<file path="config.mk">
export PLATFORM = sky130hd
export DESIGN_NAME = mfcr_regs
export DESIGN_NICKNAME = d
export VERILOG_FILES = /design/src/mfcr_pkg.sv /design/src/mfcr_regs.sv
export SDC_FILE = /design/constraint.sdc
export NUM_CORES = 1
export LEC_CHECK = 0
export ABC_CLOCK_PERIOD_IN_PS = 4200
export BUFFER_PORTS_ARGS = -buffer_cell sky130_fd_sc_hd__buf_2
export CAP_MARGIN = 25
export CORE_MARGIN = 2
export CORE_UTILIZATION = 45
export CTS_BUF_LIST = sky130_fd_sc_hd__clkbuf_16
export DETAILED_ROUTE_END_ITERATION = 16
export GPL_TIMING_DRIVEN = 0
export PLACE_DENSITY = 0.78
export SLEW_MARGIN = 10
export SYNTH_ARGS = -nofsm -noshare
export SYNTH_HDL_FRONTEND = slang
export SYNTH_SLANG_ARGS = --single-unit
</file>
<file path="constraint.sdc">
create_clock -name CLK -period 4.2 [get_ports CLK]
set_input_delay 0.84 -clock CLK [delete_from_list [all_inputs] [get_ports CLK]]
set_output_delay 0.84 -clock CLK [all_outputs]
set_load 0.05 [all_outputs]
</file>
<file path="src/mfcr_pkg.sv">
// Package with offsets, fields and carriers for the motion and buffer control registers
package mfcr_pkg;

    // Register offsets
    localparam logic [7:0] MFCR_OFS_MOTION = 8'h09;
    localparam logic [7:0] MFCR_OFS_CMD    = 8'h0A;
    localparam logic [7:0] MFCR_OFS_WTM    = 8'h13;
    localparam logic [7:0] MFCR_OFS_BUFCTL = 8'h14;

    // Motion control field positions
    localparam int MFCR_BIT_ACT_SEL = 6;
    localparam int MFCR_BIT_SIGMOT  = 3;
    localparam int MFCR_BIT_NOMOT   = 2;
    localparam int MFCR_BIT_ANYMOT  = 1;
    localparam int MFCR_BIT_TAP     = 0;

    // Buffer control field positions
    localparam int MFCR_BIT_RD_MODE = 7;
    localparam int MFCR_SIZE_LSB    = 2;
    localparam int MFCR_SIZE_W      = 2;

    // Reset values
    localparam logic [7:0] MFCR_RST_MOTION = 8'h00;
    localparam logic [7:0] MFCR_RST_CMD    = 8'h00;
    localparam logic [7:0] MFCR_RST_WTM    = 8'h00;
    localparam logic [7:0] MFCR_RST_BUFCTL = 8'h00;

    // Smallest buffer capacity, doubled per size code step
    localparam logic [7:0] MFCR_CAP_BASE = 8'h10;

    // Command code that hands the buffer to the host, value arbitrary
    localparam logic [7:0] MFCR_CMD_RD_MODE_DEF = 8'h05;

    // One register access from the host interface
    typedef struct packed {
        logic       wr;
        logic [7:0] addr;
        logic [7:0] wdata;
    } mfcr_req_t;

    // Motion detection events, one bit per engine
    typedef struct packed {
        logic sig_motion;
        logic no_motion;
        logic any_motion;
        logic tap;
    } mfcr_evt_t;

endpackage : mfcr_pkg

</file>
<file path="src/mfcr_regs.sv">
// Motion detection and buffer control register slice
`timescale 1ns/1ps
module mfcr_regs
    import mfcr_pkg::*;
#(
    parameter logic [7:0] CMD_RD_MODE = MFCR_CMD_RD_MODE_DEF
) (
    // Clock, reset, enable
    input  wire logic       CLK,
    input  wire logic       SRST,
    input  wire logic       CE,
    // Register port
    input  wire mfcr_req_t  REG_REQ,
    output logic [7:0]      REG_RDATA,
    // Command launch
    output logic            CMD_STROBE,
    output logic [7:0]      CMD_CODE,
    // Motion engines
    output mfcr_evt_t       ENGINE_EN,
    input  wire mfcr_evt_t  MOTION_EVT,
    output logic            IRQ_PIN_A,
    output logic            IRQ_PIN_B,
    // Buffer control
    input  wire logic       SAMPLE_VALID,
    output logic            SAMPLE_STORE,
    output logic            BUF_RD_MODE,
    output logic [7:0]      BUF_CAPACITY,
    output logic [7:0]      WATERMARK_LEVEL
);

    logic [7:0] motion_r,  motion_nxt;
    logic [7:0] cmd_r,     cmd_nxt;
    logic [7:0] wtm_r,     wtm_nxt;
    logic [7:0] bufctl_r,  bufctl_nxt;
    logic [7:0] rdata_r,   rdata_nxt;
    logic       strobe_r,  strobe_nxt;
    logic       irq_a_r,   irq_a_nxt;
    logic       irq_b_r,   irq_b_nxt;
    logic [7:0] cap_r,     cap_nxt;
    logic       act_evt;
    logic       cmd_wr;

    // Any event from an enabled engine
    assign act_evt = |(MOTION_EVT & motion_r[3:0]);
    assign cmd_wr  = REG_REQ.wr && (REG_REQ.addr == MFCR_OFS_CMD);

    // Next register state
    always_comb begin
        motion_nxt = motion_r;
        cmd_nxt    = cmd_r;
        wtm_nxt    = wtm_r;
        bufctl_nxt = bufctl_r;
        strobe_nxt = 1'b0;
        if (REG_REQ.wr) begin
            unique case (REG_REQ.addr)
                MFCR_OFS_MOTION: begin
                    // Only select and engine bits are kept
                    motion_nxt = REG_REQ.wdata & 8'h4F;
                end
                MFCR_OFS_CMD: begin
                    cmd_nxt    = REG_REQ.wdata;
                    strobe_nxt = 1'b1;
                end
                MFCR_OFS_WTM: begin
                    wtm_nxt = REG_REQ.wdata;
                end
                MFCR_OFS_BUFCTL: begin
                    // Mode and size bits; host clears read mode here
                    bufctl_nxt = REG_REQ.wdata & 8'h8C;
                end
                default: begin
                end
            endcase
        end
        // Command sets read mode by itself
        if (cmd_wr && (REG_REQ.wdata == CMD_RD_MODE)) begin
            bufctl_nxt[MFCR_BIT_RD_MODE] = 1'b1;
        end
    end

    // Read data, one cycle after the address
    always_comb begin
        unique case (REG_REQ.addr)
            MFCR_OFS_MOTION: rdata_nxt = motion_r;
            MFCR_OFS_CMD:    rdata_nxt = cmd_r;
            MFCR_OFS_WTM:    rdata_nxt = wtm_r;
            MFCR_OFS_BUFCTL: rdata_nxt = bufctl_r;
            default:         rdata_nxt = 8'h00;
        endcase
    end

    // Interrupt routing and capacity decode
    always_comb begin
        irq_a_nxt = act_evt && motion_r[MFCR_BIT_ACT_SEL];
        irq_b_nxt = act_evt && !motion_r[MFCR_BIT_ACT_SEL];
        cap_nxt   = MFCR_CAP_BASE << bufctl_r[MFCR_SIZE_LSB +: MFCR_SIZE_W];
    end

    // State registers
    always_ff @(posedge CLK) begin
        if (SRST) begin
            motion_r <= MFCR_RST_MOTION;
            cmd_r    <= MFCR_RST_CMD;
            wtm_r    <= MFCR_RST_WTM;
            bufctl_r <= MFCR_RST_BUFCTL;
            rdata_r  <= 8'h00;
            strobe_r <= 1'b0;
            irq_a_r  <= 1'b0;
            irq_b_r  <= 1'b0;
            cap_r    <= MFCR_CAP_BASE;
        end else if (CE) begin
            motion_r <= motion_nxt;
            cmd_r    <= cmd_nxt;
            wtm_r    <= wtm_nxt;
            bufctl_r <= bufctl_nxt;
            rdata_r  <= rdata_nxt;
            strobe_r <= strobe_nxt;
            irq_a_r  <= irq_a_nxt;
            irq_b_r  <= irq_b_nxt;
            cap_r    <= cap_nxt;
        end
    end

    // Outputs
    assign REG_RDATA        = rdata_r;
    assign CMD_STROBE       = strobe_r && CE;
    assign CMD_CODE         = cmd_r;
    assign ENGINE_EN        = motion_r[3:0];
    assign IRQ_PIN_A        = irq_a_r;
    assign IRQ_PIN_B        = irq_b_r;
    assign BUF_RD_MODE      = bufctl_r[MFCR_BIT_RD_MODE];
    assign SAMPLE_STORE     = SAMPLE_VALID && !bufctl_r[MFCR_BIT_RD_MODE] && CE;
    assign BUF_CAPACITY     = cap_r;
    assign WATERMARK_LEVEL  = wtm_r;

    // Checks
    property p_route_b;
        @(posedge CLK) disable iff (SRST)
        (CE && act_evt && !motion_r[MFCR_BIT_ACT_SEL]) |=> (IRQ_PIN_B && !IRQ_PIN_A);
    endproperty
    a_route_b: assert property (p_route_b) else $error("event not routed to pin b");

    property p_route_a;
        @(posedge CLK) disable iff (SRST)
        (CE && act_evt && motion_r[MFCR_BIT_ACT_SEL]) |=> (IRQ_PIN_A && !IRQ_PIN_B);
    endproperty
    a_route_a: assert property (p_route_a) else $error("event not routed to pin a");

    property p_sig_en;
        @(posedge CLK) disable iff (SRST)
        (CE && REG_REQ.wr && REG_REQ.addr == MFCR_OFS_MOTION) |=> (ENGINE_EN.sig_motion == $past(REG_REQ.wdata[3]));
    endproperty
    a_sig_en: assert property (p_sig_en) else $error("sig motion enable not written");

    property p_no_en;
        @(posedge CLK) disable iff (SRST)
        (CE && REG_REQ.wr && REG_REQ.addr == MFCR_OFS_MOTION) |=> (ENGINE_EN.no_motion == $past(REG_REQ.wdata[2]));
    endproperty
    a_no_en: assert property (p_no_en) else $error("no motion enable not written");

    property p_any_tap_en;
        @(posedge CLK) disable iff (SRST)
        (CE && REG_REQ.wr && REG_REQ.addr == MFCR_OFS_MOTION)
            |=> (ENGINE_EN.any_motion == $past(REG_REQ.wdata[1])) && (ENGINE_EN.tap == $past(REG_REQ.wdata[0]));
    endproperty
    a_any_tap_en: assert property (p_any_tap_en) else $error("any motion or tap enable not written");

    property p_wtm;
        @(posedge CLK) disable iff (SRST)
        (CE && REG_REQ.wr && REG_REQ.addr == MFCR_OFS_WTM) |=> (WATERMARK_LEVEL == $past(REG_REQ.wdata));
    endproperty
    a_wtm: assert property (p_wtm) else $error("watermark not written");

    property p_cmd_rd;
        @(posedge CLK) disable iff (SRST)
        (CE && cmd_wr && REG_REQ.wdata == CMD_RD_MODE) |=> BUF_RD_MODE && (CMD_STROBE || !CE);
    endproperty
    a_cmd_rd: assert property (p_cmd_rd) else $error("read mode command not applied");

    property p_no_store;
        @(posedge CLK) disable iff (SRST)
        BUF_RD_MODE |-> !SAMPLE_STORE;
    endproperty
    a_no_store: assert property (p_no_store) else $error("sample stored in read mode");

    property p_cap;
        @(posedge CLK) disable iff (SRST)
        (CE && REG_REQ.wr && REG_REQ.addr == MFCR_OFS_BUFCTL && REG_REQ.wdata[3:2] == 2'h1 && !cmd_wr)
            |=> CE [*2] |-> (BUF_CAPACITY == 8'h20);
    endproperty
    a_cap: assert property (p_cap) else $error("size code 1 not 32 samples");

    property p_strobe_one;
        @(posedge CLK) disable iff (SRST)
        (CMD_STROBE && !cmd_wr) |=> !CMD_STROBE;
    endproperty
    a_strobe_one: assert property (p_strobe_one) else $error("command strobe longer than one cycle");

    property p_store_resume;
        @(posedge CLK) disable iff (SRST)
        (CE && REG_REQ.wr && REG_REQ.addr == MFCR_OFS_BUFCTL && !REG_REQ.wdata[7]) ##1 (SAMPLE_VALID && CE) |-> SAMPLE_STORE;
    endproperty
    a_store_resume: assert property (p_store_resume) else $error("storing not resumed after clear");

    property p_irq_quiet;
        @(posedge CLK) disable iff (SRST)
        (CE && !(|(MOTION_EVT & ENGINE_EN))) |=> (!IRQ_PIN_A && !IRQ_PIN_B);
    endproperty
    a_irq_quiet: assert property (p_irq_quiet) else $error("interrupt without enabled event");

endmodule : mfcr_regs

</file>
Word-level counts from Yosys, hierarchy flattened:

Cells that the tools add are included.

* bits in latches: 0
* bits in read-only memories: 0
* flip-flop bits (word level): 43
* memory bits (writable): 0
* logic and storage cells: 40
* memories: 0
* output and inout bits: 41
* input bits: 25

* reduce and logical (&&, ||, !) cells: 17
* multiply operators: 0
* add/sub/neg operators: 0
* multiplexer cells: 6
* divide/modulo/power cells: 0
* shift-type cells: 1
* eq/ne operators: 5
* bitwise operators: 1
* order comparisons: 0

Operators by type and width (count)
* 8-bit case mux with 4 select lines: 1
* 8-bit by 4-bit == test with 1-bit output (second input constant): 2
* 8-bit by 5-bit == test with 1-bit output (second input constant): 2
* 8-bit two-way mux: 2
* 3-bit AND reduction: 5
* 8-bit by 3-bit == test with 1-bit output (second input constant): 1
* 5-bit by 2-bit left shift with 8-bit output (first input constant): 1
* 1-bit logical AND: 7
* 4-bit bitwise AND: 1
* 2-bit nonzero test: 2
* 4-bit OR reduction: 1
* 1-bit two-way mux: 3
* 1-bit zero test: 2

Longest topological paths before layout:

Gate-level depths: netlist (run 1).

* depth after elaboration: 5
* depth in mapped cells: 5
* depth with buffers taken out: 4

Worst setup path before layout (run 1):

No wires, ideal clock.

* path kind: input -> output
* from: in CE
* to: out SAMPLE_STORE
* required time: 3.360 ns
* data arrival time: 2.395 ns
* stages: 3
* path slack: 0.965 ns
* cells stage by stage: clkinv_1 -> clkbuf_1 -> nor3b_1

* cells in the longest elaborated chain, start to end: 1

RTL lines
* from (decl): RTL line mfcr_regs.sv:11 `input wire logic CE,`
* 1-bit logical AND: RTL line mfcr_regs.sv:132 `assign SAMPLE_STORE = SAMPLE_VALID && !bufctl_r[MFCR_BIT_RD_MODE] && CE;`
* to (decl): RTL line mfcr_regs.sv:25 `output logic SAMPLE_STORE,`

No other way between the ends.

Worst setup path after layout (run 1):

Ends and elaborated chain as after synthesis.

==> flow_summary.toml, run 1 <==
[clock_tree]
htree_levels = 2
worst_skew_pair.late_latency_ns = 0.28
clock-sinks = 39
cts_tree = "yes"
cts.clk_slew.worst_paths_ns = 0.05
post_cts_resized = 0
cts_root_buf = "clkbuf_16"
clockBufferDepth = 2
cts_made_buffers = 5
cts_hold_buffers = 0
post_cts_buffers = 0

[route]
viasPerCell = 5.41
via_count = 1678
wl_met3_um = 353
dr.pass1.iters = 4
drtIter0Drc = 87
routedWlPerCell_um = 15.2
drt_wl_total_um = 4720
m1WireLength_um = 2020
wl_met2_um = 2290
ant_nets = 0
drc = 0
routed.top_layer = "met4"

[global_routing]
grt-ovfl-total = 0
grt_pass1_vias = 1657
grt_max_degree = 12
grt_antenna_before_repair = 0
track_usage_pct = 23.5
grt_pass1_wl_um = 7760

[critical_path]
r2r-end = "REG_RDATA[1]$_SDFFE_PP0P_"
timing.rr.start = "motion_r[1]$_SDFFE_PP0P_"
crit_path_end = "SAMPLE_STORE"
worstRegToRegCells = 4
crit_top_cell = "buf_2"
crit_path_end_kind = "output port"
crit_chain = "buf_2 > clkinv_1 > clkbuf_1 > nor3b_1 > buf_2"
arrival_ns = 2.16
r2r_slack_ns = 3.20
cpPeakStageDelay_ns = 0.32
timing_worst_setup_path_type = "in2out"
start_kind = "input pin"
startpoint = "CE"
cp_max_fo = 10
worstPathRequired_ns = 3.36
slowest_stage = "clkbuf_1"

[placed_design]
place_ws_ns = 1.19
gp_congestion = 0.827
io_buffers = 60
dp.final_hpwl_um = 3450
dp_cells = 303

[floorplan]
core_region_area_mm2 = 0.00374
die_w_um = 67.1
die_area_mm2 = 0.00451
die_h_um = 67.1
rows = 22
ios = 66
floorplan.initialDensity_pct = 47.9

[timing]
finalSetupViolations = 0
rsz0062_at_grt = "no"
hold_viol = 0
maxSlewViolCount = 0
fin_crit_sh_pct = 71.5
fin_skew_ns = 0.00470
fin_crit_ns = 3.00
setup_slack_ns = 1.20
setup-tns-final_ns = 0
maxClockFrequency_ghz = 0.333
slew_headroom_pct = 60.3
tightestPinTransition_ns = 0.595

[synthesis]
synth_top_family_by_area = "simple AND/OR/NAND/NOR gates"
synth_simple_gate_area_share_pct = 22.7
yosys_warnings = 0
muxShareOfSynthArea_pct = 13.4
synth_compound_area_share_pct = 14.3
synth_top_area_share_pct = 43.5
yosys.area_share.adder_pct = 0
synth_ff_type = "dfxtp_1"
syn_area_mm2 = 0.00179
synth.ff_latch_count = 39
synth_xor_area_share_pct = 0
synth.avg_cell_area_um2 = 9.34
synth_edf_count = 0
netlist_top_cells_area = "dfxtp_1 44%, mux2i_1 13%, nor2_1 5.7%"
postSynthCellCount = 192
async_flop_share_pct = 0
ys_types = 35
yosysSeqAreaShare_pct = 43.5
synth_area_leader_cell = "dfxtp_1"

[final_layout]
area_delta_synth_final_pct = 28.2
num_antenna_cells = 0
instances_no_fill = 310
fin_util_pct = 61.4
drive_above_1_share_pct = 30.5
final_net_count = 287

[power]
leakagePower_nw = 1.19
power_density_mw_per_mm2 = 341
max-vdd-ir-drop_v = 0.000226

[run_status]
status = "finished clean"

[job]
timing.max_cap.violations = 0

[min_path]
min_path_type = "reg2reg"
## Yosys cell counts, drive strengths merged, types with 2 or more instances
library cell / count
nand3b: 4
o21a: 2
nand2: 11
a21boi: 2
a22oi: 8
a21oi: 14
nand3: 6
a221oi: 2
o31ai: 3
mux2i: 24
nand4: 4
nor2b: 3
nor4b: 3
clkbuf: 7
buf: 9
a22o: 5
and2: 5
nor3b: 3
nor2: 27
dfxtp: 39
## metrics by stage
stage	hold slack, ns	area [µm²]	total power [mW]
finish	0.457	2300	0.783
global route	0.468	2300	0.816
CTS	0.460	2300	0.789
detailed placement	0.451	2160	0.439
global placement	0.449	2160	0.438
floorplan	0.441	1800	0.413
## cell families after synthesis
kind of cell / Yosys count
compound gates: 38
buf+inv: 18
flops: 39
mux: 24
other cells: 1
simple gates: 72
## worst max-delay path: cells and delay by family
| kind | cells | cell delay (ns) |
|---|---|---|
| buf+inv | 4 | 1.02 |
| simple gates | 1 | 0.29 |
## layer usage
layer	vias to the layer above	track usage, %
li1	815	-
met2	68	40.1
met4	0	7.40
met3	7	6.76
met1	788	28.3
met5	-	0
## flip-flops by register name, indices dropped and copies added, names as in the netlist
| register | flops |
|---|---|
| CMD_CODE | 8 |
| REG_RDATA | 8 |
| WATERMARK_LEVEL | 8 |
| motion_r | 5 |
| BUF_CAPACITY | 4 |
| bufctl_r | 3 |
| IRQ_PIN_A | 1 |
| IRQ_PIN_B | 1 |
| strobe_r | 1 |
## cells in the final DEF (no fill, tap or decap), drive strengths merged
cell type / netlist / final
or3b: 1 / 1
and3b: 1 / 1
nor3b: 3 / 3
a22o: 5 / 5
inv: 1 / 1
nor2: 27 / 27
and3: 1 / 1
o21ai: 1 / 1
buf: 9 / 69
clkbuf: 7 / 12
nand3: 6 / 6
conb: 1 / 4
nor2b: 3 / 3
a21oi: 14 / 14
a221oi: 2 / 2
clkinv: 1 / 3
nor4b: 3 / 3
dfxtp: 39 / 39
o21a: 2 / 2
a22oi: 8 / 8
nand4: 4 / 4
and2b: 1 / 1
a21boi: 2 / 2
nand3b: 4 / 4
o31ai: 3 / 3
nand2b: 1 / 1
nand2: 11 / 11
or4b: 1 / 1
mux2i: 24 / 24
a21o: 1 / 1
and2: 5 / 5
## worst min-delay path by stage
stage | slack (ns) | end | cells after the start | startpoint
after global placement | 0.45 | BUF_CAPACITY[6]$_SDFFE_PP0P_ | 2 | BUF_CAPACITY[6]$_SDFFE_PP0P_
final | 0.46 | BUF_CAPACITY[6]$_SDFFE_PP0P_ | 2 | BUF_CAPACITY[6]$_SDFFE_PP0P_
after floorplan | 0.44 | strobe_r$_SDFFE_PP0P_ | 2 | strobe_r$_SDFFE_PP0P_
after CTS | 0.46 | BUF_CAPACITY[6]$_SDFFE_PP0P_ | 2 | BUF_CAPACITY[6]$_SDFFE_PP0P_
after detailed placement | 0.45 | BUF_CAPACITY[6]$_SDFFE_PP0P_ | 2 | BUF_CAPACITY[6]$_SDFFE_PP0P_
after global routing | 0.47 | BUF_CAPACITY[7]$_SDFFE_PP0P_ | 2 | BUF_CAPACITY[7]$_SDFFE_PP0P_
## where the power goes
part	switching, mW	total [mW]	internal [mW]	leakage [nW]
Combinational	0.0415	0.0604	0.0189	0.808
Sequential	0.000342	0.371	0.371	0.314
Clock	0.139	0.352	0.213	0.0671
Total	0.180	0.783	0.603	1.19
## area by class of cell
type,instances,area (µm²)
Clock buffer,5,125
Fill cell,358,1450
Tap cell,48,60.1
Multi-Input combinational cell,138,918
Inverter,2,7.51
Timing Repair Buffer,60,300
Buffer,16,97.6
Clock inverter,2,8.76
Sequential cell,39,781
No activity file was read; power rests on OpenSTA's default activity.
==> inputs of run 2 (changes only) <==
ABC_CLOCK_PERIOD_IN_PS = 2600   (was 4200)
CORE_UTILIZATION = 44   (was 45)
PLACE_DENSITY = 0.79   (was 0.78)
clock period = 2.6 ns   (was 4.2 ns; I/O delays follow)
==> run 2 against run 1 <==
Non-clock buffer count unchanged. Final cell count increased by 0.97%. Wire length hardly changed. Clock power grew 64%. Cell area is 0.22% higher. Worst setup slack got worse by 0.89 ns. First-iteration DRC count grew 53%. Clock skew down 0.0013 ns.
==> flow_summary.toml, run 2 (synthesized netlist as in run 1, its figures left out) <==
[run_status]
status = "finished clean"

[power]
power_frac_comb_pct = 7.6
switching_share_pct = 23.6
seqPwrFrac_pct = 47.0
power_density_mw_per_mm2 = 554
leakagePower_nw = 1.19
switchingPower_mw = 0.301
p_int_mw = 0.974
max-vdd-ir-drop_v = 0.000340
clock_power_share_pct = 45.4

[route]
m1WireLength_um = 2000
ant_nets = 0
wl_met3_um = 451
drc = 0
drtIter0Drc = 133
wl_met2_um = 2200
dr.pass1.iters = 4
drt_wl_total_um = 4710
routed.top_layer = "met4"
via_count = 1648
viasPerCell = 5.27
routedWlPerCell_um = 15.1

[critical_path]
slowest_stage = "clkbuf_1"
worstPathRequired_ns = 2.08
cp_max_fo = 10
worstRegToRegCells = 4
crit_chain = "buf_2 > clkinv_1 > clkbuf_1 > nor3b_1 > buf_2"
timing_worst_setup_path_type = "in2out"
arrival_ns = 1.78
start_kind = "input pin"
crit_path_end_kind = "output port"
cpPeakStageDelay_ns = 0.33
crit_top_cell = "buf_2"

[placed_design]
io_buffers = 60
gp_congestion = 0.869
dp.final_hpwl_um = 3440

[clock_tree]
cts_root_buf = "clkbuf_16"
clockBufferDepth = 2
worst_skew_pair.late_latency_ns = 0.28
cts.clk_slew.worst_paths_ns = 0.06
cts_hold_buffers = 0
clock-sinks = 39
post_cts_resized = 0
cts_tree = "yes"
htree_levels = 2
post_cts_buffers = 0
cts_made_buffers = 5

[final_layout]
mostFrequentLayoutCells = "60 x buf_2, 39 x dfxtp_1, 27 x nor2_1"
drive_above_1_share_pct = 30.0
final_common_cell = "buf_2"
area_delta_synth_final_pct = 28.5
num_antenna_cells = 0
final_net_count = 287

[floorplan]
floorplan.initialDensity_pct = 45.1
die_area_mm2 = 0.00460
ios = 66
core_region_area_mm2 = 0.00397
die_w_um = 67.8
die_h_um = 67.8
rows = 23

[global_routing]
track_usage_pct = 22.2
grt_antenna_before_repair = 0
grt_pass1_wl_um = 7330
grt_max_degree = 12
grt-ovfl-total = 0
grt_pass1_vias = 1514

[timing]
fin_skew_ns = 0.00335
slew_headroom_pct = 52.5
tightestPinTransition_ns = 0.710
fin_crit_ns = 2.30
holdWs_ns = 0.460
rsz0062_at_grt = "no"
setup-tns-final_ns = 0
fin_crit_sh_pct = 88.3
maxClockFrequency_ghz = 0.436
hold_viol = 0
maxSlewViolCount = 0
finalSetupViolations = 0

[job]
timing.max_cap.violations = 0

[min_path]
min_path_cells = 2
min_path_type = "reg2reg"
-- run 2: path summary, 6_finish.rpt --
check | start | endpoint | slack, ns
worst min-delay path | BUF_CAPACITY[7]$_SDFFE_PP0P_ | BUF_CAPACITY[7]$_SDFFE_PP0P_ | 0.46
worst min register to register | BUF_CAPACITY[7]$_SDFFE_PP0P_ | BUF_CAPACITY[7]$_SDFFE_PP0P_ | 0.46
worst max-delay path | CE | SAMPLE_STORE | 0.30
worst max register to register | motion_r[0]$_SDFFE_PP0P_ | IRQ_PIN_A$_SDFFE_PP0P_ | 1.58
-- run 2: worst max-delay path, delay by kind of cell --
| family | cells | cell delay, ns |
|---|---|---|
| buffers and inverters | 4 | 1.02 |
| AND/OR/NAND/NOR | 1 | 0.24 |
-- run 2: through the flow --
step                      cells  util, %  power, mW  instance area (µm²)  setup slack, ns
after detailed placement    305     54.6      0.709                 2170            0.284
after global placement      305     54.6      0.708                 2170            0.297
after floorplan             195        -      0.666                 1800          0.00502
after global routing        313     58.0       1.31                 2300            0.157
final                       313     58.0       1.28                 2300            0.304
after CTS                   313     58.0       1.28                 2300            0.284
-- run 2: per-layer routing --
layer  track usage [%]  vias up
met3              4.77        5
met1              28.3      753
met5                 0        -
met2              35.9       71
met4              10.5        0
li1                  -      819
-- run 2: area by class of cell --
type | count | area, µm²
Sequential cell | 39 | 781
Buffer | 16 | 97.6
Clock inverter | 3 | 11.3
Tap cell | 50 | 62.6
Multi-Input combinational cell | 138 | 918
Timing Repair Buffer | 60 | 300
Fill cell | 360 | 1670
Clock buffer | 5 | 125
Inverter | 2 | 7.51
-- run 2: power by group through the flow --
stage | sequential [mW] | combinational, mW | clock [mW]
floorplan | 0.616 | 0.0509 | 0
global placement | 0.612 | 0.0962 | 0
detailed placement | 0.612 | 0.0968 | 0
CTS | 0.599 | 0.0969 | 0.580
global route | 0.599 | 0.105 | 0.607
finish | 0.599 | 0.0975 | 0.579
==> inputs of run 3 (changes only) <==
CORE_ASPECT_RATIO = 1.2   (was not set)
==> run 3 against run 2 <==
First-iteration DRC count is 65% lower. Highest routed layer unchanged. Combinational power is 0.7% lower. Sequential power hardly changed. Clock-buffer cell count stayed put. Die area hardly changed. Worst setup slack worse by 0.011 ns. Fmax is 0.49% lower.
==> flow_summary.toml, run 3 (synthesized netlist as in run 1, its figures left out) <==
[timing]
fin_skew_ns = 0.00160
hold_viol = 0
fin_crit_sh_pct = 88.7
setup-tns-final_ns = 0
rsz0062_at_grt = "no"
finalSetupViolations = 0
fin_crit_ns = 2.31
tightestPinTransition_ns = 0.642
maxClockFrequency_ghz = 0.433
slew_headroom_pct = 57.1
maxSlewViolCount = 0

[global_routing]
grt_max_degree = 12
track_usage_pct = 20.5
grt_pass1_vias = 1505
grt_antenna_before_repair = 0
grt_pass1_wl_um = 7200
grt-ovfl-total = 0

[clock_tree]
cts_hold_buffers = 0
htree_levels = 2
clock-sinks = 39
cts.clk_slew.worst_paths_ns = 0.05
worst_skew_pair.late_latency_ns = 0.28
cts_root_buf = "clkbuf_16"
cts_tree = "yes"
clockBufferDepth = 2
post_cts_buffers = 0
post_cts_resized = 0
cts_made_buffers = 5

[job]
timing.max_cap.violations = 0

[floorplan]
core_region_area_mm2 = 0.00394
rows = 25
ios = 66
die_w_um = 62.3
die_h_um = 73.9
floorplan.initialDensity_pct = 45.5
die_area_mm2 = 0.00460

[route]
via_count = 1643
drc = 0
dr.pass1.iters = 6
drt_wl_total_um = 4520
drtIter0Drc = 47
ant_nets = 0
routedWlPerCell_um = 14.3
viasPerCell = 5.18

[final_layout]
final_net_count = 287
area_delta_synth_final_pct = 28.8
mostFrequentLayoutCells = "60 x buf_2, 39 x dfxtp_1, 27 x nor2_1"
fin_util_pct = 58.6
drive_above_1_share_pct = 30.0
final_common_cell = "buf_2"
num_antenna_cells = 0

[placed_design]
gp_congestion = 0.832
dp.final_hpwl_um = 3420
io_buffers = 60

[critical_path]
arrival_ns = 1.79
start_kind = "input pin"
crit_path_end_kind = "output port"
worstPathRequired_ns = 2.08
cp_max_fo = 10
timing_worst_setup_path_type = "in2out"

[run_status]
status = "finished clean"

[power]
power_density_mw_per_mm2 = 547
max-vdd-ir-drop_v = 0.000327
fin_total_pwr_mw = 1.26
leakagePower_nw = 1.19

[min_path]
min_path_type = "reg2reg"
run 3: metal layers:
metal / share of wire [%] / GRT usage, % / up-vias
met5: 0 / 0 / -
met4: 2.1 / 10.4 / 0
met3: 5.9 / 4.69 / 9
met2: 48 / 36.4 / 58
met1: 44 / 23.6 / 755
li1: - / - / 821
run 3: worst max-delay path, cell delays in order:
cell	delay, ns
buf_2	0.15
clkinv_1	0.26
clkbuf_1	0.32
nor3b_1	0.24
buf_2	0.29
run 3: path summary, 6_finish.rpt:
kind	slack, ns	end	startpoint	cells after the start
hold / removal	0.46	BUF_CAPACITY[7]$_SDFFE_PP0P_	BUF_CAPACITY[7]$_SDFFE_PP0P_	2
hold reg to reg	0.46	BUF_CAPACITY[7]$_SDFFE_PP0P_	BUF_CAPACITY[7]$_SDFFE_PP0P_	2
setup reg to reg	1.51	IRQ_PIN_A$_SDFFE_PP0P_	motion_r[0]$_SDFFE_PP0P_	4
setup / recovery	0.29	SAMPLE_STORE	CE	5
run 3: power breakdown:
part | switching [mW] | internal, mW
clock network | 0.223 | 0.345
registers | 0.000598 | 0.599
logic | 0.0663 | 0.0305
total | 0.290 | 0.974
run 3: metrics by stage:
step	cells	cell area [µm²]	worst slack, ns	hold WS [ns]
6_report	317	2310	0.293	0.458
4_1_cts	317	2310	0.291	0.460
3_5_place_dp	309	2170	0.300	0.451
3_3_place_gp	309	2170	0.287	0.447
5_1_grt	317	2310	0.178	0.496
2_1_floorplan	195	1800	0.00502	0.441
run 3: area by class of cell:
class,count,area (µm²)
fillers,369,1630
multi-input cells,138,918
flip-flops and latches,39,781
repair buffers,60,300
clock buffers,5,125
plain buffers,16,97.6
well taps,54,67.6
clock inverters,3,11.3
inverters,2,7.51
